`src/verilog/pin_mux_pkg.sv`:
```
/*
 * Constants, pin indices, function codes and default tables for the port
 * function multiplexer. Assumes pins are numbered as one flat vector:
 * port_a 0..15, port_b 16..23, port_c 24..39, port_d 40..43.
 */
`default_nettype none
package pin_mux_pkg;
   // ----------------------------------------------------------------
   // pin counts and port bases
   // ----------------------------------------------------------------
   localparam int NPIN    = 44;
   localparam int PORT_A  = 0;
   localparam int PORT_B  = 16;
   localparam int PORT_C  = 24;
   localparam int PORT_D  = 40;
   localparam int PIN_PA2  = PORT_A + 2;
   localparam int PIN_PA3  = PORT_A + 3;
   localparam int PIN_PA8  = PORT_A + 8;
   localparam int PIN_PA9  = PORT_A + 9;
   localparam int PIN_PB2  = PORT_B + 2;
   localparam int PIN_PB3  = PORT_B + 3;
   localparam int PIN_PC11 = PORT_C + 11;
   localparam int PIN_PC13 = PORT_C + 13;
   localparam int PIN_PD2  = PORT_D + 2;
   localparam int PIN_PD3  = PORT_D + 3;

   // ----------------------------------------------------------------
   // function selector codes and assignment masks
   // ----------------------------------------------------------------
   localparam logic [1:0] FN_PORT = 2'h0;
   localparam logic [1:0] FN_ALT1 = 2'h1;
   localparam logic [1:0] FN_ALT2 = 2'h2;
   localparam logic [1:0] FN_ALT3 = 2'h3;
   localparam logic [NPIN-1:0] FN1_MASK  = 44'hfffe3fff3cf;
   localparam logic [NPIN-1:0] FN2_MASK  = 44'hc08f30f030c;
   localparam logic [NPIN-1:0] FN3_MASK  = 44'hc3100000fff;
   localparam logic [NPIN-1:0] DEF1_MASK = 44'h00c03000000;

   // ----------------------------------------------------------------
   // interrupt trigger modes and peripheral lane indices
   // ----------------------------------------------------------------
   localparam logic [1:0] INT_OFF  = 2'h0;
   localparam logic [1:0] INT_RISE = 2'h1;
   localparam logic [1:0] INT_FALL = 2'h2;
   localparam logic [1:0] INT_BOTH = 2'h3;
   localparam int SPI_SS   = 0;
   localparam int SPI_SCK  = 1;
   localparam int SPI_MOSI = 2;
   localparam int SPI_MISO = 3;
   localparam int I2C_SCL  = 0;
   localparam int I2C_SDA  = 1;

   typedef enum logic [4:0] {
      SRC_NONE, SRC_GPIO, SRC_GEN, SRC_ANALOG,
      SRC_SS, SRC_SCK, SRC_MOSI, SRC_MISO,
      SRC_T0, SRC_T1, SRC_T2, SRC_T3,
      SRC_WDT, SRC_STB, SRC_MVH, SRC_MVL, SRC_SCL, SRC_SDA
   } src_t;

   function automatic logic [2*NPIN-1:0] func_reset();
      logic [2*NPIN-1:0] r;
      r = '0;
      for (int i = 0; i < NPIN; i++) begin
         r[2*i +: 2] = DEF1_MASK[i] ? FN_ALT1 : FN_PORT;
      end
      return r;
   endfunction

   localparam logic [2*NPIN-1:0] FUNC_RESET = func_reset();
endpackage
`default_nettype wire

```
`src/verilog/port_function_mux.sv`:
```
/*
 * Port function multiplexer and general purpose I/O for 44 pins.
 * Assumes all control and peripheral signals are on clk_sys; pads are
 * asynchronous and are synchronised inside each pin cell.
 */
// Overview of operation
// - two-bit selector per pin, documented reset defaults
// - port_a pin2: SS, watchdog, analog 2
// - port_a pin3: SCK, standby, analog 3
// - port_a pin8: timer2, timer0, analog 8
// - port_a pin9: timer3, timer1, analog 9
// - port_b pin2: motor V high, SPI MOSI
// - port_b pin3: motor V low, SPI MISO
// - port_c pin11: boot default, timer0 on 10
// - port_c pin13: port, timer2, main crystal
// - port_d pin2: MOSI, I2C clock, sub crystal
// - port_d pin3: MISO, I2C data, sub crystal
// - per-pin direction input or output
// - per-pin interrupt trigger mode
// - per-pin pull-up and open-drain
// - port output follows written level
// - pad level readable per pin
`timescale 1ns/1ps
`default_nettype none
module port_function_mux (
   // clock, reset, enable
   input  wire logic                            clk_sys,
   input  wire logic                            resetn,
   input  wire logic                            ce,
   // configuration writes
   input  wire logic                            cfg_write,
   input  wire logic [2*pin_mux_pkg::NPIN-1:0]  func_data,
   input  wire logic [pin_mux_pkg::NPIN-1:0]    dir_data,
   input  wire logic [pin_mux_pkg::NPIN-1:0]    pull_data,
   input  wire logic [pin_mux_pkg::NPIN-1:0]    od_data,
   input  wire logic [2*pin_mux_pkg::NPIN-1:0]  int_data,
   input  wire logic                            out_write,
   input  wire logic [pin_mux_pkg::NPIN-1:0]    out_data,
   // peripheral drive
   input  wire logic [3:0]                      spi_out,
   input  wire logic [3:0]                      spi_oe,
   input  wire logic [3:0]                      timer_out,
   input  wire logic [3:0]                      timer_oe,
   input  wire logic [1:0]                      i2c_out,
   input  wire logic [1:0]                      i2c_oe,
   input  wire logic                            watchdog_underflow_out,
   input  wire logic                            standby_indicator_out,
   input  wire logic                            motor_phase_v_high,
   input  wire logic                            motor_phase_v_low,
   input  wire logic [pin_mux_pkg::NPIN-1:0]    alt_out,
   input  wire logic [pin_mux_pkg::NPIN-1:0]    alt_oe,
   // pads
   input  wire logic [pin_mux_pkg::NPIN-1:0]    pad_in,
   output logic      [pin_mux_pkg::NPIN-1:0]    pad_out,
   output logic      [pin_mux_pkg::NPIN-1:0]    pad_oe,
   output logic      [pin_mux_pkg::NPIN-1:0]    pad_pullup,
   // status and peripheral inputs
   output logic      [2*pin_mux_pkg::NPIN-1:0]  func_sel,
   output logic      [pin_mux_pkg::NPIN-1:0]    in_level,
   output logic      [pin_mux_pkg::NPIN-1:0]    irq_event,
   output logic      [pin_mux_pkg::NPIN-1:0]    analog_connect,
   output logic      [3:0]                      spi_in,
   output logic      [3:0]                      timer_in,
   output logic      [1:0]                      i2c_in
);
   import pin_mux_pkg::*;

   logic [NPIN-1:0]   dir;
   logic [NPIN-1:0]   pull_en;
   logic [NPIN-1:0]   open_drain;
   logic [2*NPIN-1:0] int_mode;
   logic [NPIN-1:0]   out_level;
   logic [2*NPIN-1:0] next_func_sel;
   logic [NPIN-1:0]   next_dir;
   logic [NPIN-1:0]   next_pull_en;
   logic [NPIN-1:0]   next_open_drain;
   logic [2*NPIN-1:0] next_int_mode;
   logic [NPIN-1:0]   next_out_level;
   logic [NPIN-1:0]   drv_val;
   logic [NPIN-1:0]   drv_oe;
   logic [NPIN-1:0]   none_sel;
   logic [NPIN-1:0]   gpio_sel;
   logic [NPIN-1:0]   next_analog;
   logic [3:0]        next_spi_in;
   logic [3:0]        next_timer_in;
   logic [1:0]        next_i2c_in;

   // ----------------------------------------------------------------
   // source table
   // ----------------------------------------------------------------
   function automatic src_t src_of(input int pin, input logic [1:0] fn);
      src_t s;
      s = SRC_NONE;
      if (fn == FN_PORT) s = SRC_GPIO;
      else if (fn == FN_ALT1 && FN1_MASK[pin]) s = SRC_GEN;
      else if (fn == FN_ALT2 && FN2_MASK[pin]) s = SRC_GEN;
      else if (fn == FN_ALT3 && FN3_MASK[pin]) s = SRC_ANALOG;
      case (pin)
         PIN_PA2: if (fn == FN_ALT1) s = SRC_SS; else if (fn == FN_ALT2) s = SRC_WDT;
         PIN_PA3: if (fn == FN_ALT1) s = SRC_SCK; else if (fn == FN_ALT2) s = SRC_STB;
         PIN_PA8: if (fn == FN_ALT1) s = SRC_T2; else if (fn == FN_ALT2) s = SRC_T0;
         PIN_PA9: if (fn == FN_ALT1) s = SRC_T3; else if (fn == FN_ALT2) s = SRC_T1;
         PIN_PB2: if (fn == FN_ALT1) s = SRC_MVH; else if (fn == FN_ALT2) s = SRC_MOSI;
         PIN_PB3: if (fn == FN_ALT1) s = SRC_MVL; else if (fn == FN_ALT2) s = SRC_MISO;
         PIN_PC11: if (fn == FN_ALT2) s = SRC_T0;
         PIN_PC13: if (fn == FN_ALT1) s = SRC_T2;
         PIN_PD2: if (fn == FN_ALT1) s = SRC_MOSI; else if (fn == FN_ALT2) s = SRC_SCL;
         PIN_PD3: if (fn == FN_ALT1) s = SRC_MISO; else if (fn == FN_ALT2) s = SRC_SDA;
         default: ;
      endcase
      return s;
   endfunction

   // ----------------------------------------------------------------
   // configuration registers
   // ----------------------------------------------------------------
   always_comb begin
      next_func_sel   = cfg_write ? func_data : func_sel;
      next_dir        = cfg_write ? dir_data  : dir;
      next_pull_en    = cfg_write ? pull_data : pull_en;
      next_open_drain = cfg_write ? od_data   : open_drain;
      next_int_mode   = cfg_write ? int_data  : int_mode;
      next_out_level  = out_write ? out_data  : out_level;
   end

   always_ff @(posedge clk_sys or negedge resetn) begin
      if (!resetn) begin
         func_sel   <= FUNC_RESET;
         dir        <= '0;
         pull_en    <= '0;
         open_drain <= '0;
         int_mode   <= '0;
         out_level  <= '0;
      end else if (ce) begin
         func_sel   <= next_func_sel;
         dir        <= next_dir;
         pull_en    <= next_pull_en;
         open_drain <= next_open_drain;
         int_mode   <= next_int_mode;
         out_level  <= next_out_level;
      end
   end

   // ----------------------------------------------------------------
   // routing
   // ----------------------------------------------------------------
   always_comb begin
      drv_val       = '0;
      drv_oe        = '0;
      none_sel      = '0;
      gpio_sel      = '0;
      next_analog   = '0;
      next_spi_in   = '0;
      next_timer_in = '0;
      next_i2c_in   = '0;
      for (int i = 0; i < NPIN; i++) begin
         unique case (src_of(i, func_sel[2*i +: 2]))
            SRC_NONE: none_sel[i] = 1'b1;
            SRC_GPIO: begin
               gpio_sel[i] = 1'b1;
               drv_val[i]  = out_level[i];
               drv_oe[i]   = dir[i];
            end
            SRC_GEN: begin
               drv_val[i] = alt_out[i];
               drv_oe[i]  = alt_oe[i];
            end
            SRC_ANALOG: next_analog[i] = 1'b1;
            SRC_SS, SRC_SCK, SRC_MOSI, SRC_MISO: begin
               drv_val[i] = spi_out[func_lane(src_of(i, func_sel[2*i +: 2]))];
               drv_oe[i]  = spi_oe[func_lane(src_of(i, func_sel[2*i +: 2]))];
               next_spi_in[func_lane(src_of(i, func_sel[2*i +: 2]))] =
                  next_spi_in[func_lane(src_of(i, func_sel[2*i +: 2]))] | in_level[i];
            end
            SRC_T0, SRC_T1, SRC_T2, SRC_T3: begin
               drv_val[i] = timer_out[func_lane(src_of(i, func_sel[2*i +: 2]))];
               drv_oe[i]  = timer_oe[func_lane(src_of(i, func_sel[2*i +: 2]))];
               next_timer_in[func_lane(src_of(i, func_sel[2*i +: 2]))] =
                  next_timer_in[func_lane(src_of(i, func_sel[2*i +: 2]))] | in_level[i];
            end
            SRC_WDT: begin
               drv_val[i] = watchdog_underflow_out;
               drv_oe[i]  = 1'b1;
            end
            SRC_STB: begin
               drv_val[i] = standby_indicator_out;
               drv_oe[i]  = 1'b1;
            end
            SRC_MVH: begin
               drv_val[i] = motor_phase_v_high;
               drv_oe[i]  = 1'b1;
            end
            SRC_MVL: begin
               drv_val[i] = motor_phase_v_low;
               drv_oe[i]  = 1'b1;
            end
            SRC_SCL, SRC_SDA: begin
               drv_val[i] = i2c_out[func_lane(src_of(i, func_sel[2*i +: 2]))];
               drv_oe[i]  = i2c_oe[func_lane(src_of(i, func_sel[2*i +: 2]))];
               next_i2c_in[func_lane(src_of(i, func_sel[2*i +: 2]))] =
                  next_i2c_in[func_lane(src_of(i, func_sel[2*i +: 2]))] | in_level[i];
            end
         endcase
      end
   end

   function automatic int func_lane(input src_t s);
      case (s)
         SRC_SCK, SRC_T1, SRC_SDA: return 1;
         SRC_MOSI, SRC_T2:         return 2;
         SRC_MISO, SRC_T3:         return 3;
         default:                  return 0;
      endcase
   endfunction

   always_ff @(posedge clk_sys or negedge resetn) begin
      if (!resetn) begin
         analog_connect <= '0;
         spi_in         <= '0;
         timer_in       <= '0;
         i2c_in         <= '0;
      end else if (ce) begin
         analog_connect <= next_analog;
         spi_in         <= next_spi_in;
         timer_in       <= next_timer_in;
         i2c_in         <= next_i2c_in;
      end
   end

   // ----------------------------------------------------------------
   // pin cells
   // ----------------------------------------------------------------
   // pull-up and open drain per pin; synchronised level
   for (genvar g = 0; g < NPIN; g++) begin : g_cell
      pin_cell u_cell (
         .clk_sys    (clk_sys),
         .resetn     (resetn),
         .ce         (ce),
         .drv_val    (drv_val[g]),
         .drv_oe     (drv_oe[g]),
         .open_drain (open_drain[g]),
         .pull_en    (pull_en[g]),
         .int_mode   (int_mode[2*g +: 2]),
         .pad_in     (pad_in[g]),
         .pad_out    (pad_out[g]),
         .pad_oe     (pad_oe[g]),
         .pad_pullup (pad_pullup[g]),
         .level      (in_level[g]),
         .irq        (irq_event[g])
      );
   end
endmodule
`default_nettype wire

```
`src/verilog/pin_cell.sv`:
```
/*
 * One pad cell: input synchroniser, registered pad drive with open-drain
 * and pull-up handling, and edge interrupt detection.
 * Assumes drive requests come from logic on clk_sys.
 */
`timescale 1ns/1ps
`default_nettype none
module pin_cell (
   // clock and reset
   input  wire logic       clk_sys,
   input  wire logic       resetn,
   input  wire logic       ce,
   // drive request
   input  wire logic       drv_val,
   input  wire logic       drv_oe,
   input  wire logic       open_drain,
   input  wire logic       pull_en,
   input  wire logic [1:0] int_mode,
   // pad
   input  wire logic       pad_in,
   output logic            pad_out,
   output logic            pad_oe,
   output logic            pad_pullup,
   // input side
   output logic            level,
   output logic            irq
);
   import pin_mux_pkg::*;

   logic sync1;
   logic prev;
   logic next_out;
   logic next_oe;
   logic next_pull;
   logic next_irq;

   // ----------------------------------------------------------------
   // next values
   // ----------------------------------------------------------------
   always_comb begin
      if (open_drain) begin
         next_out = 1'b0;
         next_oe  = drv_oe & ~drv_val;
      end else begin
         next_out = drv_val;
         next_oe  = drv_oe;
      end
      next_pull = pull_en & ~next_oe;
      unique case (int_mode)
         INT_OFF:  next_irq = 1'b0;
         INT_RISE: next_irq = level & ~prev;
         INT_FALL: next_irq = ~level & prev;
         INT_BOTH: next_irq = level ^ prev;
      endcase
   end

   // ----------------------------------------------------------------
   // registers
   // ----------------------------------------------------------------
   always_ff @(posedge clk_sys or negedge resetn) begin
      if (!resetn) begin
         sync1      <= 1'b0;
         level      <= 1'b0;
         prev       <= 1'b0;
         pad_out    <= 1'b0;
         pad_oe     <= 1'b0;
         pad_pullup <= 1'b0;
         irq        <= 1'b0;
      end else if (ce) begin
         sync1      <= pad_in;
         level      <= sync1;
         prev       <= level;
         pad_out    <= next_out;
         pad_oe     <= next_oe;
         pad_pullup <= next_pull;
         irq        <= next_irq;
      end
   end
endmodule
`default_nettype wire

```
`config.mk`:
```
export PLATFORM = sky130hd
export DESIGN_NAME = port_function_mux
export DESIGN_NICKNAME = d
export VERILOG_FILES = /design/src/verilog/pin_mux_pkg.sv /design/src/verilog/port_function_mux.sv /design/src/verilog/pin_cell.sv
export SDC_FILE = /design/constraint.sdc
export NUM_CORES = 1
export LEC_CHECK = 0
export ABC_AREA = 1
export BUFFER_PORTS_ARGS = -buffer_cell sky130_fd_sc_hd__buf_2
export CORE_AREA = 5 5 342 344
export DETAILED_ROUTE_END_ITERATION = 7
export DIE_AREA = 0 0 347 349
export GPL_TIMING_DRIVEN = 1
export PLACE_DENSITY = 0.47
export RECOVER_POWER = 100
export SYNTH_ARGS = -nofsm -noshare
export SYNTH_HDL_FRONTEND = slang
export SYNTH_SLANG_ARGS = --single-unit
```
`constraint.sdc`:
```
create_clock -name clk_sys -period 4.63 [get_ports clk_sys]
set_input_delay 0.926 -clock clk_sys [delete_from_list [all_inputs] [get_ports clk_sys]]
set_output_delay 0.926 -clock clk_sys [all_outputs]
set_load 0.02 [all_outputs]
```
Yosys cells after proc, flatten, opt, wreduce, memory -nomap -nowiden
Cells that the tools add are included.
- register bits after elaboration: 714
- input port bits: 513
- output and inout bits: 362
- logic and storage cells: 6269
- order comparisons: 264
- eq/ne operators: 1875
- muxes and demuxes: 2487
- bitwise gates (word level): 531
- reduce and logical (&&, ||, !) cells: 794
- operator list (cell ; count):
    $ge 32x1->1 const B ; 132
    $mux 32 ; 132
    $eq 5x4->1 const B ; 732
    $eq 5x3->1 const B ; 564
    $lt 32x4->1 const B ; 88
    $lt 32x3->1 const B ; 44
    $mux 1 ; 1191
    $eq 5x5->1 const B ; 216
    $mux 5 ; 167
    $pmux 2 s3 ; 132
    $reduce_or 2->1 ; 308
    $bmux 1 s2 ; 264
    $reduce_or 4->1 ; 132
    $eq 5x2->1 const B ; 84
    $pmux 1 s9 ; 44
    $reduce_or 3->1 ; 132
    $mux 4 ; 88
    $bwmux 4 ; 86
    $pmux 1 s6 ; 44
    $eq 2x2->1 const B ; 124
    $mux 2 ; 119
    $eq 5x1->1 const B ; 42
    $and 1x1->1 ; 176
    $demux 1 s2 ; 88
    other kinds (21) ; 822

Depth between registers and ports, before layout
Gate-level depths: netlist of run 1.
- word-level depth: 275
- gate-level depth with buffers: 24
- mapped depth without buffers: 24

Hierarchy
Synthesis of run 1 repeated with hierarchy kept, for this count alone.
- cell total of the unflattened synthesis: 3639
- area, all modules: 33494.6 um^2
- by module, submodules not included (module ; times used ; cells an instance ; area an instance (um^2) ; sequential area each (um^2)):
    port_function_mux ; 1 ; 1835 ; 18905.6 ; 10064.7
    pin_cell ; 44 ; 41 ; 331.6 ; 175.2

Least setup slack after synthesis of run 1
Ideal clock, no wire load.
- path kind: register -> register
- start: reg func_sel[4] (netlist name)
- end: reg spi_in[0]
- library setup time: 0.117 ns
- data arrival time: 2.484 ns
- required time: 4.513 ns
- path slack: 2.029 ns
- cell stages (with the launch flop): 25
- buffers on the path: 0
- clock period less this slack: 2.601 ns
- cell sequence: dfrtp_1 > inv_1 > ha_1 > inv_2 > nand2_1 > nand2_1 > nand2_4 > inv_2 > nor2_1 > nand3_2 > nand2_1 > inv_2 > nand2_1 > nand2_2 > nand2_2 > nand2_2 > nand3_2 > o21ai_2 > nor2_1 > nor2_2 > nand3b_1 > nand3b_2 > nand4_2 > nand2_1 > nand2_1
- cells in the longest elaborated chain, start to end: 262
- elaborated cells on any way between the ends: 283
- classes of those cells: 2 x order compare; 14 x eq/ne; 219 x mux; 42 x bitwise; 6 x reduce/logical
- ends and longest elaborated chain (item ; line ; RTL):
    start, declared ; port_function_mux.sv:58 ; output logic [2*pin_mux_pkg::NPIN-1:0] func_sel,
    start signal, assigned ; port_function_mux.sv:135 ; func_sel <= next_func_sel;
    $eq 2x2->1 ; -- ;
    $mux 2 ; -- ;
    $mux 5 (2 in a row) ; -- ;
    $mux 5 * ; -- ;
    $mux 5 ; -- ;
    $eq 5x3->1, or another cell as far along ; -- ;
    $reduce_or 3->1 / $reduce_or 2->1 (equally long branches) ; -- ;
    $pmux 2 s3 ; -- ;
    [244 not listed] ; -- ;
    $or 1x1->1 ; -- ;
    $bwmux 4 ; -- ;
    $mux 4 * ; -- ;
    $bmux 1 s2 ; -- ;
    $mux 1 (2 in a row) ; -- ;
    $or 1x1->1 ; -- ;
    $bwmux 4 ; -- ;
    $mux 4 * ; -- ;
    end signal, assigned ; port_function_mux.sv:224 ; spi_in <= next_spi_in;
    end, declared ; port_function_mux.sv:62 ; output logic [3:0] spi_in,
Every way passes the cells marked *; elsewhere a longest branch is shown, timed or not. The select of a mux whose other input is x is not followed.
A chain may end at the register's enable or synchronous reset.

Worst setup path in the final report of run 1
- start: in ce
- end: reg pull_en[25]
- cells in the longest elaborated chain, start to end: 1
- ends and longest elaborated chain (item ; line ; RTL):
    start, declared ; port_function_mux.sv:29 ; input wire logic ce,
    $reduce_and 2->1 (no line) ; -- ;
    end signal, assigned ; port_function_mux.sv:137 ; pull_en <= next_pull_en;
    end, declared ; port_function_mux.sv:69 ; logic [NPIN-1:0] pull_en;
Every way passes these cells.

==> results.yml, run 1 <==
outcome:
  status: "complete, but fails checks"
  violations: "capacitance limit, slew limit"
synthesis:
  ys_ff_latch: 710
  synth_most_common_cell: "dfrtp_1"
  synth_top_cells_by_count: "dfrtp_1 (706), nand2_1 (546), inv_1 (424)"
  synth_flop_cell: "dfrtp_1"
  synth_top_cell_by_area: "dfrtp_1"
  synth_cell_types: 56
  ys_seq_area_frac: 0.520
  synth_cells: 3666
  yosys_warnings: 0
  synth_area_sq_mm: 0.0342
  synth_top_area_frac: 0.516
  synth.area.top_cells: "dfrtp_1 (52%), ha_1 (6.2%), nand2_1 (6.0%)"
  syn_avg_cell_area_sq_um: 9.33
  synth_edf_count: 0
  async_reset_ff_frac: 1.00
timing:
  postLayoutSetupSlackWorst_ns: 0.786
  slew_violations: 410
  period_minus_slack_ns: 3.84
  slew_headroom: -0.864
  finalCritPeriodShare: 0.830
  setup_viol: 0
  worst_pin_slew_ns: 2.79
  skew_ns: 0.0427
  fin_setup_tns_ns: 0
  rsz0062_at_grt: "no"
  fmaxAchievable_ghz: 0.260
  finalHoldViolCount: 0
grt:
  grt-ovfl-total: 0
  grt_pass1_wl_um: 186000
  antenna_found_initial: 64
  grt_usage: 0.206
  grt_max_degree: 141
  grt_pass1_vias: 27400
clock_network:
  clk_latency_ns: 0.69
  clock_path_buffers: 3
  cts_tree: "done"
  cts_sinks: 710
  cts_setup_buffers: 0
  path_clk_slew_ns: 0.06
  cts_root_buffer: "clkbuf_16"
  cts_made_buffers: 88
  post_cts_resized: 0
  ctsHoldBuffers: 0
  htree_num_levels: 3
floorplan:
  ioPinCount: 875
  num_rows: 124
  die_x_um: 347
  coreArea_sq_mm: 0.114
  die_h_um: 349
  die_area_sq_mm: 0.121
  start_util: 0.301
route:
  wl_per_cell_um: 21.9
  drt_iter0_markers: 1564
  vias: 27400
  drt-total-wl_um: 129000
  drt-pass1-iter-count: 8
  drc: 0
  viasPerCell: 4.64
  antenna_left: 0
power:
  cellPowerDensity_mw_per_mm2: 445
  switching_share: 0.322
  irDropWorstVdd_uv: 290
  p_seq_frac: 0.416
  p_clk_frac: 0.390
  p_switching_mw: 5.89
  intPower_mw: 12.4
  leakage_nw: 20.3
  pwr-share-comb: 0.195
finish:
  fill_cells: 12100
  final_core_util: 0.362
  nets: 4986
  fin_cells: 5903
  drive_above_1_share: 0.196
  stdcell_area_sq_mm: 0.0412
  area_growth_pct: 20.3
  reg_top3: "func_sel (88), int_mode (88)"
worst_hold_path:
  hold_path_end: "g_cell[35].u_cell.pad_out$_DFFE_PN0P_"
  hold_path.startpoint: "open_drain[35]$_DFFE_PN0P_"
  hold_class: "flop to flop"
  hold_depth: 1
worst_setup_path:
  worstSetupStartpointType: "input port"
  cp_max_fo: 48
  worstRegToRegCells: 14
  required_ns: 5.17
  crit_path_end_kind: "flop"
  criticalPathCategory: "input port to flop"
  cp.arrival_ns: 4.38
  r2r-end: "spi_in[3]$_DFFE_PN0P_"
  rrSetupSlack_ns: 0.96
  r2r-start: "func_sel[36]$_DFFE_PN0P_"
place:
  dpl_cell_area_sq_mm: 0.0388
  place.port_buffers: 859
  gp_congestion: 0.900
  pre_cts_ws_ns: 1.39
  dp_cells: 5726
  post-dp-hpwl_um: 101000
flow_run:
  cap_violations: 6
==> worst max-delay path: stages <==
cell      delay (ns)
buf_8           0.19
nand2_1         1.99
clkbuf_2        0.79
mux2_2          0.40
==> logic make-up (layout without fill, tap and decap cells) <==
kind of cell             count (synthesis)  after routing  synth area share
flip-flops                             710            710             0.520
AND/OR/NAND/NOR                       1086           1086             0.130
other                                    1             21          0.000110
adder cells (fa/ha/maj)                169            169            0.0618
buffers and inverters                  797           1502             0.112
multiplexers                           141            141            0.0464
AO/OA/AOI/OAI                          762            762             0.130
==> metrics by stage <==
step	hold WS, ns	total power [mW]
final	0.443	18.3
after floorplan	0.429	10.1
after global routing	0.423	19.3
after detailed placement	0.440	11.5
after CTS	0.273	18.7
after global placement	0.434	11.4
==> power by group through the flow <==
stage	sequential (mW)	combinational (mW)	clock, mW
floorplan	7.72	2.39	0
global placement	7.67	3.74	0
detailed placement	7.70	3.77	0
CTS	7.60	3.78	7.34
global route	7.72	3.98	7.59
finish	7.61	3.57	7.13
==> worst max path at each step <==
stage	startpoint	to	slack, ns	cells after the start
after floorplan	func_sel[4]$_DFFE_PN0P_	spi_in[0]$_DFFE_PN0P_	2.03	24
after detailed placement	func_sel[85]$_DFFE_PN0P_	g_cell[42].u_cell.pad_oe$_DFFE_PN0P_	1.39	14
final	ce	pull_en[25]$_DFFE_PN0P_	0.79	4
after CTS	func_sel[85]$_DFFE_PN0P_	g_cell[42].u_cell.pad_oe$_DFFE_PN0P_	1.36	14
after global routing	ce	func_sel[79]$_DFFE_PN0P_	0.56	6
after global placement	func_sel[85]$_DFFE_PN0P_	g_cell[42].u_cell.pad_oe$_DFFE_PN0P_	1.42	14
==> final cells by class <==
type	instances	area [sq um]	area share
Clock buffer	125	2530	0.0615
Clock inverter	35	464	0.0113
Tap cell	1512	1890	0.0460
Inverter	436	1650	0.0400
Timing Repair Buffer	906	4230	0.103
Sequential cell	710	17800	0.432
Multi-Input combinational cell	2162	12600	0.306
Antenna cell	17	42.5	0.00103
==> placed cells by master (no fill, tap or decap), types with 16 or more instances in the layout <==
master	n
nor3_1	18
a311oi_1	22
diode_2	17
clkbuf_16	88
mux2_2	141
dfrtp_1	706
a21o_1	22
o31ai_1	35
a21oi_1	291
clkinv_2	16
inv_1	426
clkbuf_8	19
a31oi_1	17
nand3_1	124
clkbuf_1	402
nand2_1	547
a22o_1	39
buf_2	499
o21ai_0	268
o21a_1	18
nor2_1	351
ha_1	169
==> metal layers <==
| metal | global-route usage | vias up | routed length, um |
|---|---|---|---|
| met5 | 0 | - | 289 |
| met3 | 0.0660 | 247 | 10100 |
| met2 | 0.339 | 833 | 60700 |
| met1 | 0.258 | 13200 | 53500 |
| met4 | 0.0635 | 42 | 4480 |
| li1 | - | 13000 | - |
Note: power is estimated with default switching activity, not from simulation.
==> run 2: changes to the inputs <==
--- a/config.mk
+++ b/config.mk
@@ -7,11 +7,11 @@
 export LEC_CHECK = 0
 export ABC_AREA = 1
 export BUFFER_PORTS_ARGS = -buffer_cell sky130_fd_sc_hd__buf_2
-export CORE_AREA = 5 5 342 344
+export CORE_AREA = 5 5 335 337
 export DETAILED_ROUTE_END_ITERATION = 7
-export DIE_AREA = 0 0 347 349
+export DIE_AREA = 0 0 340 342
 export GPL_TIMING_DRIVEN = 1
-export PLACE_DENSITY = 0.47
+export PLACE_DENSITY = 0.49
 export RECOVER_POWER = 100
 export SYNTH_ARGS = -nofsm -noshare
 export SYNTH_HDL_FRONTEND = slang
==> constraint.sdc (replaced) <==
create_clock -name clk_sys -period 4 [get_ports clk_sys]
set_input_delay 0.8 -clock clk_sys [delete_from_list [all_inputs] [get_ports clk_sys]]
set_output_delay 0.8 -clock clk_sys [all_outputs]
set_load 0.02 [all_outputs]
==> run 2 against run 1 <==
  * Cell count fell by 1.5%
  * Sequential cell count did not move
  * Clock skew fell by 0.013 ns
  * Worst setup slack got worse by 0.29 ns
  * Clock power rose by 9.3%
  * First-iteration DRC count fell by 2.9%
  * Power rose by 13%
  * The flow still finishes with violations (capacitance limit, slew limit)
  * Sequential share of layout area rose by 0.28 points
  * Critical path type unchanged
  * Sequential power rose by 16%
  * Critical endpoint is now out_level[43]$_DFFE_PN0P_
  * Core utilization rose by 1.4 points
  * Largest cell class unchanged
  * Die area fell by 4.0%
==> results.yml, run 2 (same netlist as run 1, synthesis figures left out) <==
finish:
  final_core_util: 0.377
  drive_above_1_share: 0.194
  nets: 4987
  final_cell_mix: "dfrtp_1 (706), nand2_1 (547), buf_2 (499)"
  multiInputGateArea_sq_mm: 0.0126
  regArea_sq_mm: 0.0178
  final_common_cell: "dfrtp_1"
  fill_cells: 11400
  reg_top3: "func_sel (88), int_mode (88)"
  area_growth_pct: 19.5
floorplan:
  die_area_sq_mm: 0.116
  num_rows: 121
  ioPinCount: 875
  die_x_um: 340
  die_h_um: 342
  start_util: 0.315
  coreArea_sq_mm: 0.109
flow_run:
  cap_violations: 9
power:
  cellPowerDensity_mw_per_mm2: 508
  pwr-share-comb: 0.200
  p_clk_frac: 0.376
  leakage_nw: 20.2
  p_switching_mw: 6.69
  intPower_mw: 14.1
  irDropWorstVdd_uv: 334
  p_seq_frac: 0.425
  total_power_mw: 20.8
  switching_share: 0.322
worst_setup_path:
  r2r-end: "g_cell[42].u_cell.pad_oe$_DFFE_PN0P_"
  cp_max_fo: 58
  required_ns: 4.52
  r2r-start: "func_sel[85]$_DFFE_PN0P_"
  worstSetupStartpointType: "input port"
  rrSetupSlack_ns: 0.65
  cp.arrival_ns: 4.02
  crit_path_end_kind: "flop"
  worstRegToRegCells: 14
  criticalPathCategory: "input port to flop"
worst_hold_path:
  hold_depth: 3
  hold_class: "input port to flop"
  hold_path.startpoint: "pad_in[9]"
  hold_path_end: "g_cell[9].u_cell.sync1$_DFFE_PN0P_"
timing:
  period_minus_slack_ns: 3.50
  skew_ns: 0.0301
  worst_pin_slew_ns: 3.01
  finalHoldViolCount: 0
  slew_headroom: -1.01
  slew_violations: 430
  fin_setup_tns_ns: 0
  fmaxAchievable_ghz: 0.286
  finalCritPeriodShare: 0.875
  holdWs_ns: 0.356
  setup_viol: 0
  rsz0062_at_grt: "no"
grt:
  grt_pass1_vias: 27400
  grt_max_degree: 156
  grt_pass1_wl_um: 186000
  grt-ovfl-total: 0
  antenna_found_initial: 62
  grt_usage: 0.214
clock_network:
  cts_made_buffers: 86
  cts_tree: "done"
  path_clk_slew_ns: 0.06
  cts_sinks: 710
  cts_root_buffer: "clkbuf_16"
  htree_num_levels: 3
  post_cts_resized: 0
  ctsHoldBuffers: 0
  cts_setup_buffers: 0
  clock_path_buffers: 3
  clk_latency_ns: 0.66
route:
  drt_iter0_markers: 1518
  viasPerCell: 4.74
  drt-pass1-iter-count: 5
  drt-total-wl_um: 128000
  vias: 27600
  drc: 0
  wl_per_cell_um: 22.1
  antenna_left: 0
outcome:
  status: "complete, but fails checks"
  violations: "capacitance limit, slew limit"
place:
  place.port_buffers: 859
  post-dp-hpwl_um: 101000
  gp_congestion: 0.893
## run 2: cell type report
type	count	share of cell area
diodes	27	0.00165
clock buffers	131	0.0621
clock inverters	24	0.00621
inverters	436	0.0403
multi-input cells	2162	0.307
flip-flops and latches	710	0.435
well taps	1414	0.0433
repair buffers	909	0.104
## run 2: metrics by stage
stage / instances / area, sq um / setup WS, ns
after floorplan: 3669 / 34200 / 1.40
after global placement: 5631 / 38700 / 0.893
after detailed placement: 5631 / 38700 / 0.876
after CTS: 5786 / 41500 / 0.849
after global routing: 5796 / 40800 / 0.340
final: 5813 / 40900 / 0.500
## run 2: critical path, stage by stage
cell     delay, ns
buf_8         0.18
nand2_1       2.16
buf_4         0.47
mux2_2        0.35
## run 2: per-layer routing
layer / track usage / share of wire
met3: 0.0574 / 0.074
met5: 0 / 0.0011
met4: 0.0635 / 0.030
met1: 0.276 / 0.42
met2: 0.352 / 0.47
## run 2: power groups by stage
stage                     combinational, mW  sequential, mW  clock, mW
final                                  4.15            8.81       7.79
after floorplan                        2.77            8.94          0
after detailed placement               4.37            8.92          0
after CTS                              4.39            8.80       8.02
after global routing                   4.61            8.94       8.30
after global placement                 4.34            8.89          0
## run 2: worst max-delay path by stage
stage / start / to / slack (ns) / cells past startpoint
after floorplan: func_sel[4]$_DFFE_PN0P_ / spi_in[0]$_DFFE_PN0P_ / 1.40 / 24
after global routing: resetn / int_mode[87]$_DFFE_PN0P_ / 0.34 / 2
after detailed placement: func_sel[85]$_DFFE_PN0P_ / g_cell[42].u_cell.pad_oe$_DFFE_PN0P_ / 0.88 / 14
after CTS: func_sel[85]$_DFFE_PN0P_ / g_cell[42].u_cell.pad_oe$_DFFE_PN0P_ / 0.85 / 14
final: ce / out_level[43]$_DFFE_PN0P_ / 0.50 / 4
after global placement: func_sel[85]$_DFFE_PN0P_ / g_cell[42].u_cell.pad_oe$_DFFE_PN0P_ / 0.89 / 14
==> run 3: changes to the inputs <==
--- a/config.mk
+++ b/config.mk
@@ -11,7 +11,7 @@
 export DETAILED_ROUTE_END_ITERATION = 7
 export DIE_AREA = 0 0 340 342
 export GPL_TIMING_DRIVEN = 1
-export PLACE_DENSITY = 0.49
+export PLACE_DENSITY_LB_ADDON = 0.2
 export RECOVER_POWER = 100
 export SYNTH_ARGS = -nofsm -noshare
 export SYNTH_HDL_FRONTEND = slang
==> run 3 against run 2 <==
  * The flow still finishes with violations (capacitance limit, slew limit)
  * Combinational power barely moved
  * Fmax is 1.9% higher
  * Routed wire length is essentially flat
  * Hold slack got worse by 0.020 ns
  * Largest power group unchanged
==> results.yml, run 3 (same netlist as run 1, synthesis figures left out) <==
finish:
  final_cell_mix: "dfrtp_1 (706), nand2_1 (549), buf_2 (499)"
  stdcell_area_sq_mm: 0.0410
  fill_cells: 11400
  nets: 5003
  drive_above_1_share: 0.195
  reg_top3: "func_sel (88), int_mode (88)"
  area_growth_pct: 20.0
  final_common_cell: "dfrtp_1"
route:
  drt-pass1-iter-count: 7
  drc: 0
  viasPerCell: 4.73
  drt-total-wl_um: 128000
  wl_per_cell_um: 22.1
  antenna_left: 0
  drt_iter0_markers: 1406
  vias: 27600
worst_setup_path:
  rrSetupSlack_ns: 0.71
  worstRegToRegCells: 18
  r2r-end: "timer_in[2]$_DFFE_PN0P_"
  required_ns: 4.46
  worstSetupStartpointType: "input port"
  criticalPathCategory: "input port to flop"
  crit_path_end_kind: "flop"
  r2r-start: "func_sel[16]$_DFFE_PN0P_"
  cp_max_fo: 43
  cp.arrival_ns: 3.89
  crit_start: "ce"
  endpoint: "out_level[16]$_DFFE_PN0P_"
timing:
  slew_headroom: -0.629
  holdWs_ns: 0.336
  setup_viol: 0
  rsz0062_at_grt: "no"
  worst_pin_slew_ns: 2.44
  skew_ns: 0.0309
  finalHoldViolCount: 0
  slew_violations: 432
  period_minus_slack_ns: 3.43
  finalCritPeriodShare: 0.858
  fin_setup_tns_ns: 0
  fmaxAchievable_ghz: 0.291
clock_network:
  htree_num_levels: 3
  path_clk_slew_ns: 0.06
  clock_path_buffers: 3
  cts_tree: "done"
  post_cts_resized: 0
  ctsHoldBuffers: 0
  cts_setup_buffers: 0
  clk_latency_ns: 0.67
  cts_made_buffers: 87
  cts_sinks: 710
  cts_root_buffer: "clkbuf_16"
power:
  leakage_nw: 20.3
  cellPowerDensity_mw_per_mm2: 509
  irDropWorstVdd_uv: 287
floorplan:
  start_util: 0.315
  coreArea_sq_mm: 0.109
  die_h_um: 342
  ioPinCount: 875
  die_x_um: 340
  num_rows: 121
  die_area_sq_mm: 0.116
grt:
  grtUsageMet3: 0.0630
  grt_pass1_vias: 27700
  grt_busiest_layer: "met2"
  grtUsageMet2: 0.353
  met1_usage: 0.273
  grt_usage: 0.214
  grt_pass1_wl_um: 185000
  grt_max_degree: 137
  antenna_found_initial: 71
  grt-ovfl-total: 0
place:
  place.port_buffers: 859
  dpl_cell_area_sq_mm: 0.0388
  gp_congestion: 0.913
  post-dp-hpwl_um: 102000
outcome:
  violations: "capacitance limit, slew limit"
  status: "complete, but fails checks"
worst_hold_path:
  hold_class: "input port to flop"
flow_run:
  cap_violations: 8
[run 3: through the flow]
stage               setup slack, ns  cells   util  total power, mW
CTS                           0.897   5803  0.384             21.4
global placement              0.943   5646  0.358             13.2
global route                  0.330   5816  0.378             22.1
floorplan                      1.40   3669      -             11.7
detailed placement            0.926   5646  0.358             13.3
finish                        0.567   5823  0.378             20.9
[run 3: cell type report]
cell class | instances | area, sq um | share of cell area
flip-flops and latches | 710 | 17800 | 0.433
multi-input cells | 2162 | 12600 | 0.306
repair buffers | 924 | 4350 | 0.106
clock buffers | 122 | 2500 | 0.0609
well taps | 1414 | 1770 | 0.0431
inverters | 436 | 1650 | 0.0401
clock inverters | 35 | 395 | 0.00963
diodes | 20 | 50.0 | 0.00122
[run 3: critical path, cell delays in order]
cell      delay [ns]
buf_8           0.17
nand2_1         1.08
clkbuf_1        1.48
a21oi_1         0.21
[run 3: routing by layer]
layer / vias up / part of all wire
li1: 13100 / -
met1: 13400 / 0.42
met2: 795 / 0.47
met3: 231 / 0.074
met4: 38 / 0.030
met5: - / 0.0018
[run 3: how the worst min path moves through the flow]
stage                                     from                               endpoint  depth (start not counted)
floorplan           open_drain[38]$_DFFE_PN0P_  g_cell[38].u_cell.pad_out$_DFFE_PN0P_                          1
global placement    open_drain[23]$_DFFE_PN0P_  g_cell[23].u_cell.pad_out$_DFFE_PN0P_                          1
detailed placement   open_drain[1]$_DFFE_PN0P_   g_cell[1].u_cell.pad_out$_DFFE_PN0P_                          1
CTS                                     resetn     g_cell[10].u_cell.prev$_DFFE_PN0P_                          1
global route                        pad_in[36]    g_cell[36].u_cell.sync1$_DFFE_PN0P_                          3
finish                              pad_in[38]    g_cell[38].u_cell.sync1$_DFFE_PN0P_                          3
[run 3: where the power goes]
group / leakage (nW) / switching [mW] / internal [mW]
sequential: 8.50 / 0.667 / 8.14
combinational: 10.4 / 2.80 / 1.35
clock: 1.42 / 3.30 / 4.65
total: 20.3 / 6.76 / 14.1
